--- src/rtl/rlsc_pkg.sv ---
// shared constants for the repeat loop and stall control block
package rlsc_pkg;
    localparam int unsigned RLSC_CNT_W      = 14;
    localparam int unsigned RLSC_WREG_W     = 4;
    localparam int unsigned RLSC_ADDR_W     = 8;
    localparam int unsigned RLSC_DATA_W     = 16;
    localparam logic [3:0]  RLSC_RA_BIT     = 4'h4;
    localparam logic [13:0] RLSC_CNT_RST    = 14'h0000;
    localparam logic [15:0] RLSC_WREG_MAP_BASE = 16'h0000;
    localparam logic [15:0] RLSC_WREG_MAP_STEP = 16'h0002;
    // register offsets of the plain register port
    localparam logic [7:0]  RLSC_OFS_COUNT  = 8'h00;
    localparam logic [7:0]  RLSC_OFS_STATUS = 8'h01;
    localparam logic [7:0]  RLSC_OFS_SWCTL  = 8'h02;
    // status read bits
    localparam int unsigned RLSC_ST_RA      = 0;
    localparam int unsigned RLSC_ST_STALL   = 1;
    localparam int unsigned RLSC_ST_PSVX    = 2;
    localparam int unsigned RLSC_ST_ISRSW   = 3;
    // addressing modes of a working register operand
    typedef enum logic [1:0] {
        RLSC_AM_NONE,
        RLSC_AM_DIRECT,
        RLSC_AM_IND,
        RLSC_AM_IND_MOD
    } rlsc_am_e;
endpackage : rlsc_pkg

--- src/rtl/rlsc_ctrl.sv ---
// repeat loop and read-after-write stall control, top level
// Summary of operation
// - repeat runs target count plus one times; count from literal or register
// - fourteen-bit repeat counter register loaded by the repeat instruction
// - non-zero loaded count sets repeat active flag, status bit four
// - repeat active flag is read-only to software status writes
// - program counter held while non-zero count is active
// - zero count acts as no-op, flag stays clear
// - no fetch while repeating; decrement per execution; clear at zero
// - loop interruptible; entry stacks flag with low status byte, then clears
// - return prefetches target in third cycle; popped flag resumes loop
// - window-reading target takes two cycles first after exception return
// - counter cleared in service routine ends loop early on return
// - stall one cycle when written register feeds next address calculation
// - stall when indirect write hits mapped register used as indirect source
// - during stall: write completes, no data addressing, pc hold, no fetch
// - stall belongs to following instruction, before its execution cycle
// - interrupt on first of pair: complete it, run second later unstalled
// - interrupt on second of pair: run with stall, then enter service
// - in a loop hazard compares the repeated instruction with itself
// - stall first, then one window cycle, then instruction cycle, never merged
`timescale 1ns/1ps
`default_nettype none
module rlsc_ctrl
    import rlsc_pkg::*;
#(
    parameter int unsigned CNT_W = RLSC_CNT_W
)(
    input  wire logic                        clock,
    input  wire logic                        sys_rst,
    // register port
    input  wire logic [rlsc_pkg::RLSC_ADDR_W-1:0] reg_addr,
    input  wire logic [rlsc_pkg::RLSC_DATA_W-1:0] reg_wdata,
    input  wire logic                        reg_wr,
    input  wire logic                        reg_rd,
    output logic [rlsc_pkg::RLSC_DATA_W-1:0] reg_rdata,
    // decode stage: executing instruction
    input  wire logic                        exec_valid,
    input  wire logic                        exec_is_repeat,
    input  wire logic                        exec_rep_use_reg,
    input  wire logic [CNT_W-1:0]            repeat_literal,
    input  wire logic [CNT_W-1:0]            selected_working_register,
    input  wire logic [rlsc_pkg::RLSC_WREG_W-1:0] exec_dst_reg,
    input  wire logic [1:0]                  exec_dst_mode,
    input  wire logic [15:0]                 exec_dst_ea,
    // prefetched instruction
    input  wire logic                        pref_valid,
    input  wire logic [rlsc_pkg::RLSC_WREG_W-1:0] pref_src_reg,
    input  wire logic [1:0]                  pref_src_mode,
    input  wire logic                        pref_psv_access,
    // exception logic
    input  wire logic                        exc_entry,
    input  wire logic                        exc_return_pop,
    input  wire logic                        popped_ra,
    input  wire logic                        return_from_interrupt_op_cycle3,
    // status word software write (ra bit ignored)
    input  wire logic                        status_wr,
    input  wire logic [7:0]                  status_wdata,
    // outputs
    output logic [15:0]                      cpu_status_word,
    output logic                             stacked_ra,
    output logic                             repeat_active_flag,
    output logic                             pc_hold,
    output logic                             fetch_inhibit,
    output logic                             ds_addr_inhibit,
    output logic                             stall_cycle,
    output logic                             psv_extra_cycle,
    output logic                             irq_defer,
    output logic                             prefetch_repeat
);
    typedef enum logic [1:0] {
        RLSC_RUN,
        RLSC_STALL,
        RLSC_PSV
    } rlsc_state_e;

    ////////////////////////////////////////////////////////////////////////
    rlsc_state_e      state_r;
    rlsc_state_e      state_nxt;
    logic [CNT_W-1:0] repeat_loop_counter_r;
    logic [CNT_W-1:0] count_nxt;
    logic             ra_r;
    logic             ra_nxt;
    logic [7:0]       status_low_r;
    logic             first_after_ret_r;
    logic             in_isr_r;
    logic             stacked_ra_r;
    logic             suppress_stall_r;
    wire logic        hazard_raw;
    wire logic        hazard;
    wire logic        count_wr;
    wire logic        swctl_wr;
    wire logic [CNT_W-1:0] load_val;
    wire logic        rep_load;
    wire logic        rep_exec;
    wire logic        need_psv2;

    ////////////////////////////////////////////////////////////////////////
    rlsc_hazard u_hazard (
        .wr_reg      (exec_dst_reg),
        .wr_mode     (exec_dst_mode),
        .wr_valid    (exec_valid),
        .wr_ind_addr (exec_dst_ea),
        .rd_reg      (pref_src_reg),
        .rd_mode     (pref_src_mode),
        .rd_valid    (pref_valid),
        .hazard      (hazard_raw)
    );

    rlsc_regs u_regs (
        .clock       (clock),
        .sys_rst     (sys_rst),
        .reg_addr    (reg_addr),
        .reg_wr      (reg_wr),
        .reg_rd      (reg_rd),
        .count_val   (RLSC_CNT_W'(repeat_loop_counter_r)),
        .status_bits ({in_isr_r, first_after_ret_r, state_r == RLSC_STALL, ra_r}),
        .reg_rdata   (reg_rdata),
        .count_wr    (count_wr),
        .swctl_wr    (swctl_wr)
    );

    ////////////////////////////////////////////////////////////////////////
    // in a loop the prefetch never changes, so the same instruction is
    // checked against itself each iteration
    // the exception sequence gives the write time, so no stall after return
    assign hazard    = hazard_raw && !suppress_stall_r && !exc_entry;
    assign load_val  = exec_rep_use_reg ? selected_working_register : repeat_literal;
    assign rep_load  = exec_valid && exec_is_repeat && (state_r == RLSC_RUN);
    assign rep_exec  = exec_valid && ra_r && !exec_is_repeat && (state_r == RLSC_RUN);
    assign need_psv2 = pref_psv_access && first_after_ret_r;

    // stall, then window cycle, then the instruction itself
    always_comb begin
        state_nxt = state_r;
        case (state_r)
            RLSC_RUN: begin
                if (hazard) begin
                    state_nxt = RLSC_STALL;
                end else if (need_psv2) begin
                    state_nxt = RLSC_PSV;
                end
            end
            RLSC_STALL: begin
                state_nxt = need_psv2 ? RLSC_PSV : RLSC_RUN;
            end
            RLSC_PSV: begin
                state_nxt = RLSC_RUN;
            end
            default: begin
                state_nxt = RLSC_RUN;
            end
        endcase
    end

    always_comb begin
        count_nxt = repeat_loop_counter_r;
        ra_nxt    = ra_r;
        if (rep_load) begin
            count_nxt = load_val;
            ra_nxt    = (load_val != '0);
        end else if (exc_entry) begin
            ra_nxt    = 1'b0;
        end else if (exc_return_pop) begin
            // a counter zeroed by the service routine ends the loop here
            ra_nxt    = popped_ra && (repeat_loop_counter_r != '0);
        end else if (rep_exec) begin
            count_nxt = CNT_W'(repeat_loop_counter_r - 1'b1);
            ra_nxt    = (repeat_loop_counter_r != CNT_W'(1));
        end
        // software write to the counter loses to a repeat load
        if (count_wr && !rep_load) begin
            count_nxt = CNT_W'(reg_wdata);
        end
    end

    ////////////////////////////////////////////////////////////////////////
    always_ff @(posedge clock) begin
        if (sys_rst) begin
            state_r               <= RLSC_RUN;
            repeat_loop_counter_r <= CNT_W'(RLSC_CNT_RST);
            ra_r                  <= 1'b0;
        end else begin
            state_r               <= state_nxt;
            repeat_loop_counter_r <= count_nxt;
            ra_r                  <= ra_nxt;
        end
    end

    always_ff @(posedge clock) begin
        if (sys_rst) begin
            status_low_r <= 8'h00;
        end else if (status_wr) begin
            status_low_r <= status_wdata;
        end
    end

    always_ff @(posedge clock) begin
        if (sys_rst) begin
            stacked_ra_r <= 1'b0;
        end else if (exc_entry) begin
            stacked_ra_r <= ra_r;
        end
    end

    always_ff @(posedge clock) begin
        if (sys_rst) begin
            first_after_ret_r <= 1'b0;
        end else if (exc_return_pop) begin
            first_after_ret_r <= 1'b1;
        // a stalled prefetch has not run yet, so its window cycle is still owed
        end else if (psv_extra_cycle || (exec_valid && state_r == RLSC_RUN && !hazard)) begin
            first_after_ret_r <= 1'b0;
        end
    end

    always_ff @(posedge clock) begin
        if (sys_rst) begin
            suppress_stall_r <= 1'b0;
        end else begin
            suppress_stall_r <= exc_return_pop;
        end
    end

    // software may flag service-routine context; cleared by return
    always_ff @(posedge clock) begin
        if (sys_rst) begin
            in_isr_r <= 1'b0;
        end else if (exc_entry) begin
            in_isr_r <= 1'b1;
        end else if (exc_return_pop) begin
            in_isr_r <= 1'b0;
        end else if (swctl_wr) begin
            in_isr_r <= reg_wdata[0];
        end
    end

    ////////////////////////////////////////////////////////////////////////
    // outputs
    assign repeat_active_flag = ra_r;
    assign stacked_ra         = stacked_ra_r;
    assign cpu_status_word    = {8'h00, status_low_r[7:5], ra_r, status_low_r[3:0]};
    assign stall_cycle        = (state_r == RLSC_STALL);
    assign psv_extra_cycle    = (state_r == RLSC_PSV);
    assign pc_hold            = ra_r || stall_cycle || psv_extra_cycle;
    assign fetch_inhibit      = ra_r || stall_cycle || psv_extra_cycle;
    assign ds_addr_inhibit    = stall_cycle;
    // an interrupt waits while a stall is pending
    assign irq_defer          = stall_cycle || (state_r == RLSC_RUN && hazard);
    assign prefetch_repeat    = return_from_interrupt_op_cycle3 && popped_ra;

    ////////////////////////////////////////////////////////////////////////
    a_zero_load_clear: assert property (@(posedge clock) disable iff (sys_rst)
        rep_load && load_val == '0 |=> !repeat_active_flag) else $error("zero count set flag");
    a_load_sets_flag: assert property (@(posedge clock) disable iff (sys_rst)
        rep_load && load_val != '0 |=> repeat_active_flag && repeat_loop_counter_r == $past(load_val))
        else $error("non-zero load failed");
    a_count_decr: assert property (@(posedge clock) disable iff (sys_rst)
        rep_exec && !exc_entry && !exc_return_pop && !count_wr |=>
        repeat_loop_counter_r == CNT_W'($past(repeat_loop_counter_r) - 1'b1)) else $error("no decrement");
    a_flag_ro: assert property (@(posedge clock) disable iff (sys_rst)
        status_wr && !rep_load && !rep_exec && !exc_entry && !exc_return_pop |=> $stable(repeat_active_flag))
        else $error("software changed flag");
    a_entry_clears: assert property (@(posedge clock) disable iff (sys_rst)
        exc_entry && !rep_load |=> !repeat_active_flag && stacked_ra == $past(repeat_active_flag))
        else $error("entry did not stack and clear");
    a_stall_one: assert property (@(posedge clock) disable iff (sys_rst)
        stall_cycle |=> !stall_cycle) else $error("stall longer than one cycle");
    a_hazard_stall: assert property (@(posedge clock) disable iff (sys_rst)
        state_r == RLSC_RUN && hazard |=> stall_cycle && pc_hold && fetch_inhibit && ds_addr_inhibit)
        else $error("hazard without stall");
    a_stall_psv_order: assert property (@(posedge clock) disable iff (sys_rst)
        stall_cycle && need_psv2 |=> psv_extra_cycle ##1 !psv_extra_cycle) else $error("stall psv order");
    a_early_end: assert property (@(posedge clock) disable iff (sys_rst)
        exc_return_pop && !rep_load && !exc_entry && repeat_loop_counter_r == '0 |=> !repeat_active_flag)
        else $error("zeroed loop resumed");
    a_ret_no_stall: assert property (@(posedge clock) disable iff (sys_rst)
        exc_return_pop && state_r == RLSC_RUN ##1 state_r == RLSC_RUN |=> !stall_cycle)
        else $error("stall after return");
endmodule // rlsc_ctrl
`default_nettype wire

--- src/rtl/rlsc_hazard.sv ---
// read-after-write hazard detector for address generation
`timescale 1ns/1ps
`default_nettype none
module rlsc_hazard
    import rlsc_pkg::*;
(
    input  wire logic [RLSC_WREG_W-1:0] wr_reg,
    input  wire logic [1:0]             wr_mode,
    input  wire logic                   wr_valid,
    input  wire logic [15:0]            wr_ind_addr,
    input  wire logic [RLSC_WREG_W-1:0] rd_reg,
    input  wire logic [1:0]             rd_mode,
    input  wire logic                   rd_valid,
    output logic                        hazard
);
    // memory-mapped location of the read register
    wire logic [15:0] rd_map_addr;
    wire logic        same_reg;
    wire logic        rd_uses_ea;
    wire logic        wr_modifies;
    wire logic        mapped_hit;

    assign rd_map_addr = 16'(RLSC_WREG_MAP_BASE + RLSC_WREG_MAP_STEP * 16'(rd_reg));
    assign same_reg    = (wr_reg == rd_reg);
    assign rd_uses_ea  = (rd_mode == RLSC_AM_IND) || (rd_mode == RLSC_AM_IND_MOD);
    assign wr_modifies = (wr_mode == RLSC_AM_DIRECT) || (wr_mode == RLSC_AM_IND_MOD);
    // indirect write landing on the register's own mapped word
    assign mapped_hit  = (wr_mode == RLSC_AM_IND) && (wr_ind_addr == rd_map_addr) && rd_uses_ea;
    assign hazard      = wr_valid && rd_valid
                         && ((same_reg && wr_modifies && rd_uses_ea) || mapped_hit);
endmodule // rlsc_hazard
`default_nettype wire

--- src/rtl/rlsc_regs.sv ---
// register port: repeat counter, status view, software control
`timescale 1ns/1ps
`default_nettype none
module rlsc_regs
    import rlsc_pkg::*;
(
    input  wire logic                   clock,
    input  wire logic                   sys_rst,
    input  wire logic [RLSC_ADDR_W-1:0] reg_addr,
    input  wire logic                   reg_wr,
    input  wire logic                   reg_rd,
    input  wire logic [RLSC_CNT_W-1:0]  count_val,
    input  wire logic [3:0]             status_bits,
    output logic [RLSC_DATA_W-1:0]      reg_rdata,
    output logic                        count_wr,
    output logic                        swctl_wr
);
    wire logic                   sel_count;
    wire logic                   sel_status;
    wire logic [RLSC_DATA_W-1:0] rd_mux;
    logic [RLSC_DATA_W-1:0]      reg_rdata_r;

    assign sel_count  = (reg_addr == RLSC_OFS_COUNT);
    assign sel_status = (reg_addr == RLSC_OFS_STATUS);
    assign count_wr   = reg_wr && sel_count;
    assign swctl_wr   = reg_wr && (reg_addr == RLSC_OFS_SWCTL);
    // unmapped offsets read zero
    assign rd_mux = sel_count  ? {{(RLSC_DATA_W-RLSC_CNT_W){1'b0}}, count_val} :
                    sel_status ? {{(RLSC_DATA_W-4){1'b0}}, status_bits} :
                    {RLSC_DATA_W{1'b0}};

    always_ff @(posedge clock) begin
        if (sys_rst) begin
            reg_rdata_r <= 16'h0000;
        end else begin
            reg_rdata_r <= reg_rd ? rd_mux : 16'h0000;
        end
    end
    assign reg_rdata = reg_rdata_r;
endmodule // rlsc_regs
`default_nettype wire
--- config.mk ---
export PLATFORM = sky130hd
export DESIGN_NAME = rlsc_ctrl
export DESIGN_NICKNAME = d
export VERILOG_FILES = /design/src/rtl/rlsc_pkg.sv /design/src/rtl/rlsc_ctrl.sv /design/src/rtl/rlsc_hazard.sv /design/src/rtl/rlsc_regs.sv
export SDC_FILE = /design/constraint.sdc
export NUM_CORES = 1
export LEC_CHECK = 0
export ABC_CLOCK_PERIOD_IN_PS = 3600
export BUFFER_PORTS_ARGS = -buffer_cell sky130_fd_sc_hd__buf_2
export CAP_MARGIN = 40
export CORE_MARGIN = 2
export CORE_UTILIZATION = 48
export DETAILED_ROUTE_END_ITERATION = 7
export GPL_ROUTABILITY_DRIVEN = 1
export PLACE_DENSITY_LB_ADDON = 0.15
export RECOVER_POWER = 100
export SETUP_SLACK_MARGIN = 0.3
export SLEW_MARGIN = 20
export SYNTH_ARGS = -nofsm -noshare
export SYNTH_HDL_FRONTEND = slang
export SYNTH_SLANG_ARGS = --single-unit
--- constraint.sdc ---
create_clock -name clock -period 3.6 [get_ports clock]
set_input_delay 0.54 -clock clock [delete_from_list [all_inputs] [get_ports clock]]
set_output_delay 0.54 -clock clock [all_outputs]
set_load 0.03 [all_outputs]
-- Word-level counts from Yosys, hierarchy flattened
Index checks and enable logic that the tools add are counted.
- latch bits: 0
- input port bits: 102
- flip-flop bits (word level): 45
- output and inout port bits: 41
- memories: 0
- bits in read-only memories: 0
- RAM bits: 0
- bitwise operators: 1
- multiply operators: 0
- add/sub/neg operators: 1
- equality and inequality tests: 15
- magnitude comparators: 0
- div/mod/pow operators: 0
- shifts and indexed selects: 0
- multiplexer cells: 21
- reductions and logical operators: 45
- operator list (kind ; count):
    two-way mux 14 bit ; 7
    nonzero test 14 bit ; 2
    logical AND 1 bit ; 22
    equality test 16 x 5 -> 1 bit ; 1
    inequality test 14 x 1 -> 1 bit (second input constant) ; 1
    subtractor 14 x 1 -> 14 bit (second input constant) ; 1
    equality test 2 bit (second input constant) ; 5
    two-way mux 1 bit ; 9
    equality test 8 x 1 -> 1 bit (second input constant) ; 1
    equality test 8 x 2 -> 1 bit (second input constant) ; 1
    zero test 8 bit ; 1
    logical OR 1 bit ; 7
    two-way mux 2 bit ; 3
    inequality test 3 x 1 -> 1 bit (second input constant) ; 2
    nonzero test 3 bit ; 2
    zero test 1 bit ; 5
    equality test 2 x 1 -> 1 bit (second input constant) ; 2
    equality test 4 bit ; 1
    two-way mux 4 bit ; 1
    case mux 2 bit (2 select lines) ; 1
    nonzero test 4 bit ; 1
    inequality test 3 bit (second input constant) ; 1
    AND reduction 3 bit ; 1
    OR reduction 3 bit ; 1
    other kinds (4) ; 4

-- Longest topological paths before layout
- depth in word-level cells: 13
- mapped depth: 7
- depth with buffers taken out: 7

-- By module
A second synthesis with hierarchy kept.
- cell total of the unflattened synthesis: 328
- area, all modules: 2889.0 um2
- modules (own cells, without submodules) (module ; instances ; seq. area each (um2) ; cells each ; area each (um2)):
    rlsc_ctrl ; 1 ; 560.5 ; 249 ; 2097.0
    rlsc_regs ; 1 ; 280.3 ; 59 ; 655.6
    rlsc_hazard ; 1 ; 0.0 ; 20 ; 136.4

-- Least setup slack after synthesis
No wires, ideal clock.
- path type: input-to-output
- from: input exec_dst_ea[9]
- to: output irq_defer
- arrival: 2.049 ns
- cell stages on the path: 5
- path buffers: 0
- slack: 1.011 ns
- required time: 3.060 ns
- cell sequence: or4_1 nor3_1 nand4_1 a211o_1 o21bai_1
- longest elaborated chain between the ends: 9
- RTL lines (element ; line ; RTL):
    start, declared ; rlsc_ctrl.sv:45 ; input wire logic [15:0] exec_dst_ea,
    equality test 16 x 5 -> 1 bit ; rlsc_hazard.sv:28 ; assign mapped_hit = (wr_mode == RLSC_AM_IND) && (wr_ind_addr == rd_map_addr) && rd_uses_ea;
    logical AND 1 bit (2 in a row) ; rlsc_hazard.sv:28 ;
    logical OR 1 bit ; rlsc_hazard.sv:30 ; && ((same_reg && wr_modifies && rd_uses_ea) || mapped_hit);
    logical AND 1 bit ; rlsc_hazard.sv:30 ;
    logical AND 1 bit (2 in a row) ; rlsc_ctrl.sv:127 ; assign hazard = hazard_raw && !suppress_stall_r && !exc_entry;
    logical AND 1 bit ; rlsc_ctrl.sv:249 ; assign irq_defer = stall_cycle || (state_r == RLSC_RUN && hazard);
    logical OR 1 bit ; rlsc_ctrl.sv:249 ;
    end, declared ; rlsc_ctrl.sv:68 ; output logic irq_defer,
Every way passes these cells.

-- Worst setup path after layout
Same ends and word-level chain as after synthesis.

==> run summary <==
Status: finished clean
Commonest cells after routing, fill and taps aside: buf_2 (94), dfxtp_1 (42), nor2_1 (36)
Rel. slew slack: 1.67%
# Post-CTS Setup Buffers: 0
TritonCTS clock tree: yes
Clock Sinks: 42
ANT cells: 0
RSZ-0062 raised after global routing: no
Clk root buf: clkbuf_8
Total CTS buffers: 5
Fin util: 62.5%
Vias in the first global route: 2338
Most common cell after layout, fill and taps aside: buf_2
Clock Power Share: 36.0%
F_max: 0.359 GHz
Clock Skews: 0.0127 ns
GRT Residual Overflow: 0
Synth Register Bits: 42
Measured slew at the worst slew-check pin: 1.47 ns
CTS max path bufs: 2
Num rows: 26
Hold Path Sink: status_low_r[3]
Clock slew at reported path FFs: 0.08 ns
Comb pwr share: 22.2%
Max-slew violations: 0
Fin crit share: 77.5%
Max-capacitance violation count: 0
Die area: 0.00594 mm^2
Critical Path RT: 3.06 ns
CP Data Arrival Time: 2.25 ns
# DRC: 0
Die Y: 77.1 um
R2R Path End: repeat_loop_counter_r[9]
Initial antenna violation count: 0
Die Span X: 77.1 um
Placed inst area: 0.00315 mm^2
Crit path max fanout: 4
Min cycle time layout: 2.79 ns
DR pass1 iterations: 4
Worst path max stage delay: 0.51 ns
Setup TNS: 0 ns
Core ar.: 0.00514 mm^2
DR WL/cell: 13.3 um
Net Sw Frac: 28.0%
Post-synth top flop: dfxtp_1
Post-synthesis cell type count: 57
Initial core utilization: 49.9%
Synth area leaders: dfxtp_1 (33%), mux2i_1 (11%), nor2_1 (5.3%)
IO buf count: 128
Synth top area share: 32.8%
Final #Nets: 517
Worst-Skew Late Latency: 0.29 ns
Power per cell area: 379 mW/mm^2
Post-CTS Resized: 0
Yosys Warn Count: 0
Finish-stage setup viols: 0
Sequential area share after synthesis: 32.8%
Worst Setup End Kind: output pin
Flop pwr share: 41.9%
Vias per inst: 5.24
Total Routed Length: 6.44 mm
R2r worst-path depth: 5
Routed Antenna Nets: 0
Final Wtd Congestion: 0.840
Post-DP HPWL: 5.11 mm
Slowest CP cell: or4_1
Hold/Removal Path Class: in2reg
Async S/R FF share, synth: 0%
Crit path kind: in2out
H-tree levels: 2
Sw Pwr: 0.341 mW
WHS Path Cells: 3
Largest net degree at the start of global routing: 33
Cell Int Power: 0.876 mW
Leak: 1.39 nW
Hold Slack: 0.491 ns
Final Hold Viols: 0
All-Layer GR Usage: 21.9%
Number of synthesized flops with an enable pin: 0
CTS Hold Bufs: 0
Share of layout cells above drive strength 1: 28.3%
Syn-to-layout area delta: 25.3%
Filler cell count: 502
Io pins: 143
Via count: 2536
Startpoint types: input pin
Hold_sp: status_wdata[3]
Worst-path cell chain: buf_2 -> or4_1 -> nor3_1 -> nand4_1 -> a211o_1 -> o21bai_1 -> clkbuf_1
Synthesized area per cell: 8.69 um^2
Synth Cell Area: 0.00256 mm^2
First-pass GRT wire length: 10.7 mm
DR iter-0 viols: 86
Worst R2R Setup Slack: 1.31 ns
Synth Instances: 295
Finished Cell Area: 0.00321 mm^2
Post-synth top area cell: dfxtp_1
Worst r2r src: state_r[1]
VDD IR-drop max: 0.207 mV
==> synth_stat cells, drive strengths merged, types with 2 or more instances <==
cell type and count:
nor3 9, a311oi 2, nand2b 2, o21ai 6
or4b 2, mux2i 28, nor2b 6, ha 2
o2bb2ai 5, nand3b 2, nor2 36, dfxtp 42
o22ai 5, inv 4, nand4 3, nor4 17
o31ai 3, nand2 11, or4 4, and2 12
clkbuf 9, nand3 13, a31oi 5, o22a 2
or3 4, nor4b 2, buf 18, xor2 10
a21oi 15
==> layer usage <==
metal / up-vias / GRT usage [%] / wire length [um]
met5: - / 0 / 0
met4: 0 / 4.11 / 59
met3: 7 / 4.71 / 546
met2: 112 / 36.4 / 2950
met1: 1112 / 29.5 / 2890
li1: 1305 / - / -
==> sequential cells by signal (all words and copies together) (netlist names), 2 cells and up <==
name                   count
status_low_r               7
u_regs.reg_rdata          14
repeat_loop_counter_r     14
state_r                    2
==> cell type report <==
cell class                      count  area [um^2]  share of cell area [%]
Clock buffer                        5         68.8                    2.14
Sequential cell                    42          841                    26.2
Inverter                            4         15.0                   0.467
Timing Repair Buffer              129          606                    18.8
Tap cell                           70         87.6                    2.73
Clock inverter                      3         68.8                    2.14
Multi-Input combinational cell    231         1530                    47.5
==> stage by stage <==
step / cells / setup WS (ns) / power, mW
after floorplan: 304 / 1.01 / 0.704
final: 484 / 0.811 / 1.22
after detailed placement: 476 / 0.940 / 0.792
after CTS: 484 / 0.943 / 1.23
after global routing: 484 / 0.637 / 1.28
after global placement: 476 / 0.973 / 0.787
==> how the worst max path moves through the flow <==
stage,depth (start not counted),slack (ns),endpoint,from
floorplan,5,1.01,irq_defer,exec_dst_ea[9]
global placement,7,0.97,irq_defer,exec_dst_ea[9]
detailed placement,7,0.94,irq_defer,exec_dst_ea[9]
CTS,7,0.94,irq_defer,exec_dst_ea[9]
global route,7,0.64,irq_defer,exec_dst_ea[9]
finish,7,0.81,irq_defer,exec_dst_ea[9]
==> critical path: cells and delay by family <==
| kind | cells | cell delay (ns) |
|---|---|---|
| buf+inv | 2 | 0.42 |
| compound gates | 2 | 0.49 |
| simple gates | 3 | 0.79 |
==> power groups by stage <==
stage	Clock [mW]	Sequential, mW	Combinational [mW]
after floorplan	0	0.524	0.180
after global placement	0	0.519	0.268
after detailed placement	0	0.519	0.273
after CTS	0.447	0.509	0.275
after global routing	0.472	0.514	0.296
final	0.438	0.509	0.270
==> cell families (layout without fill, tap and decap cells) <==
kind of cell | count (synthesis) | in the layout | synth area share (%)
buffers and inverters | 31 | 141 | 7.81
other | 1 | 10 | 0.146
DFF | 42 | 42 | 32.8
muxes | 28 | 28 | 10.9
adders and majority gates | 2 | 2 | 0.976
and+or+nand+nor | 128 | 128 | 29.4
xor gates and xnor gates | 11 | 11 | 3.76
AOI/OAI and AO/OA | 52 | 52 | 14.2
Note: power is estimated with default switching activity, not from simulation.
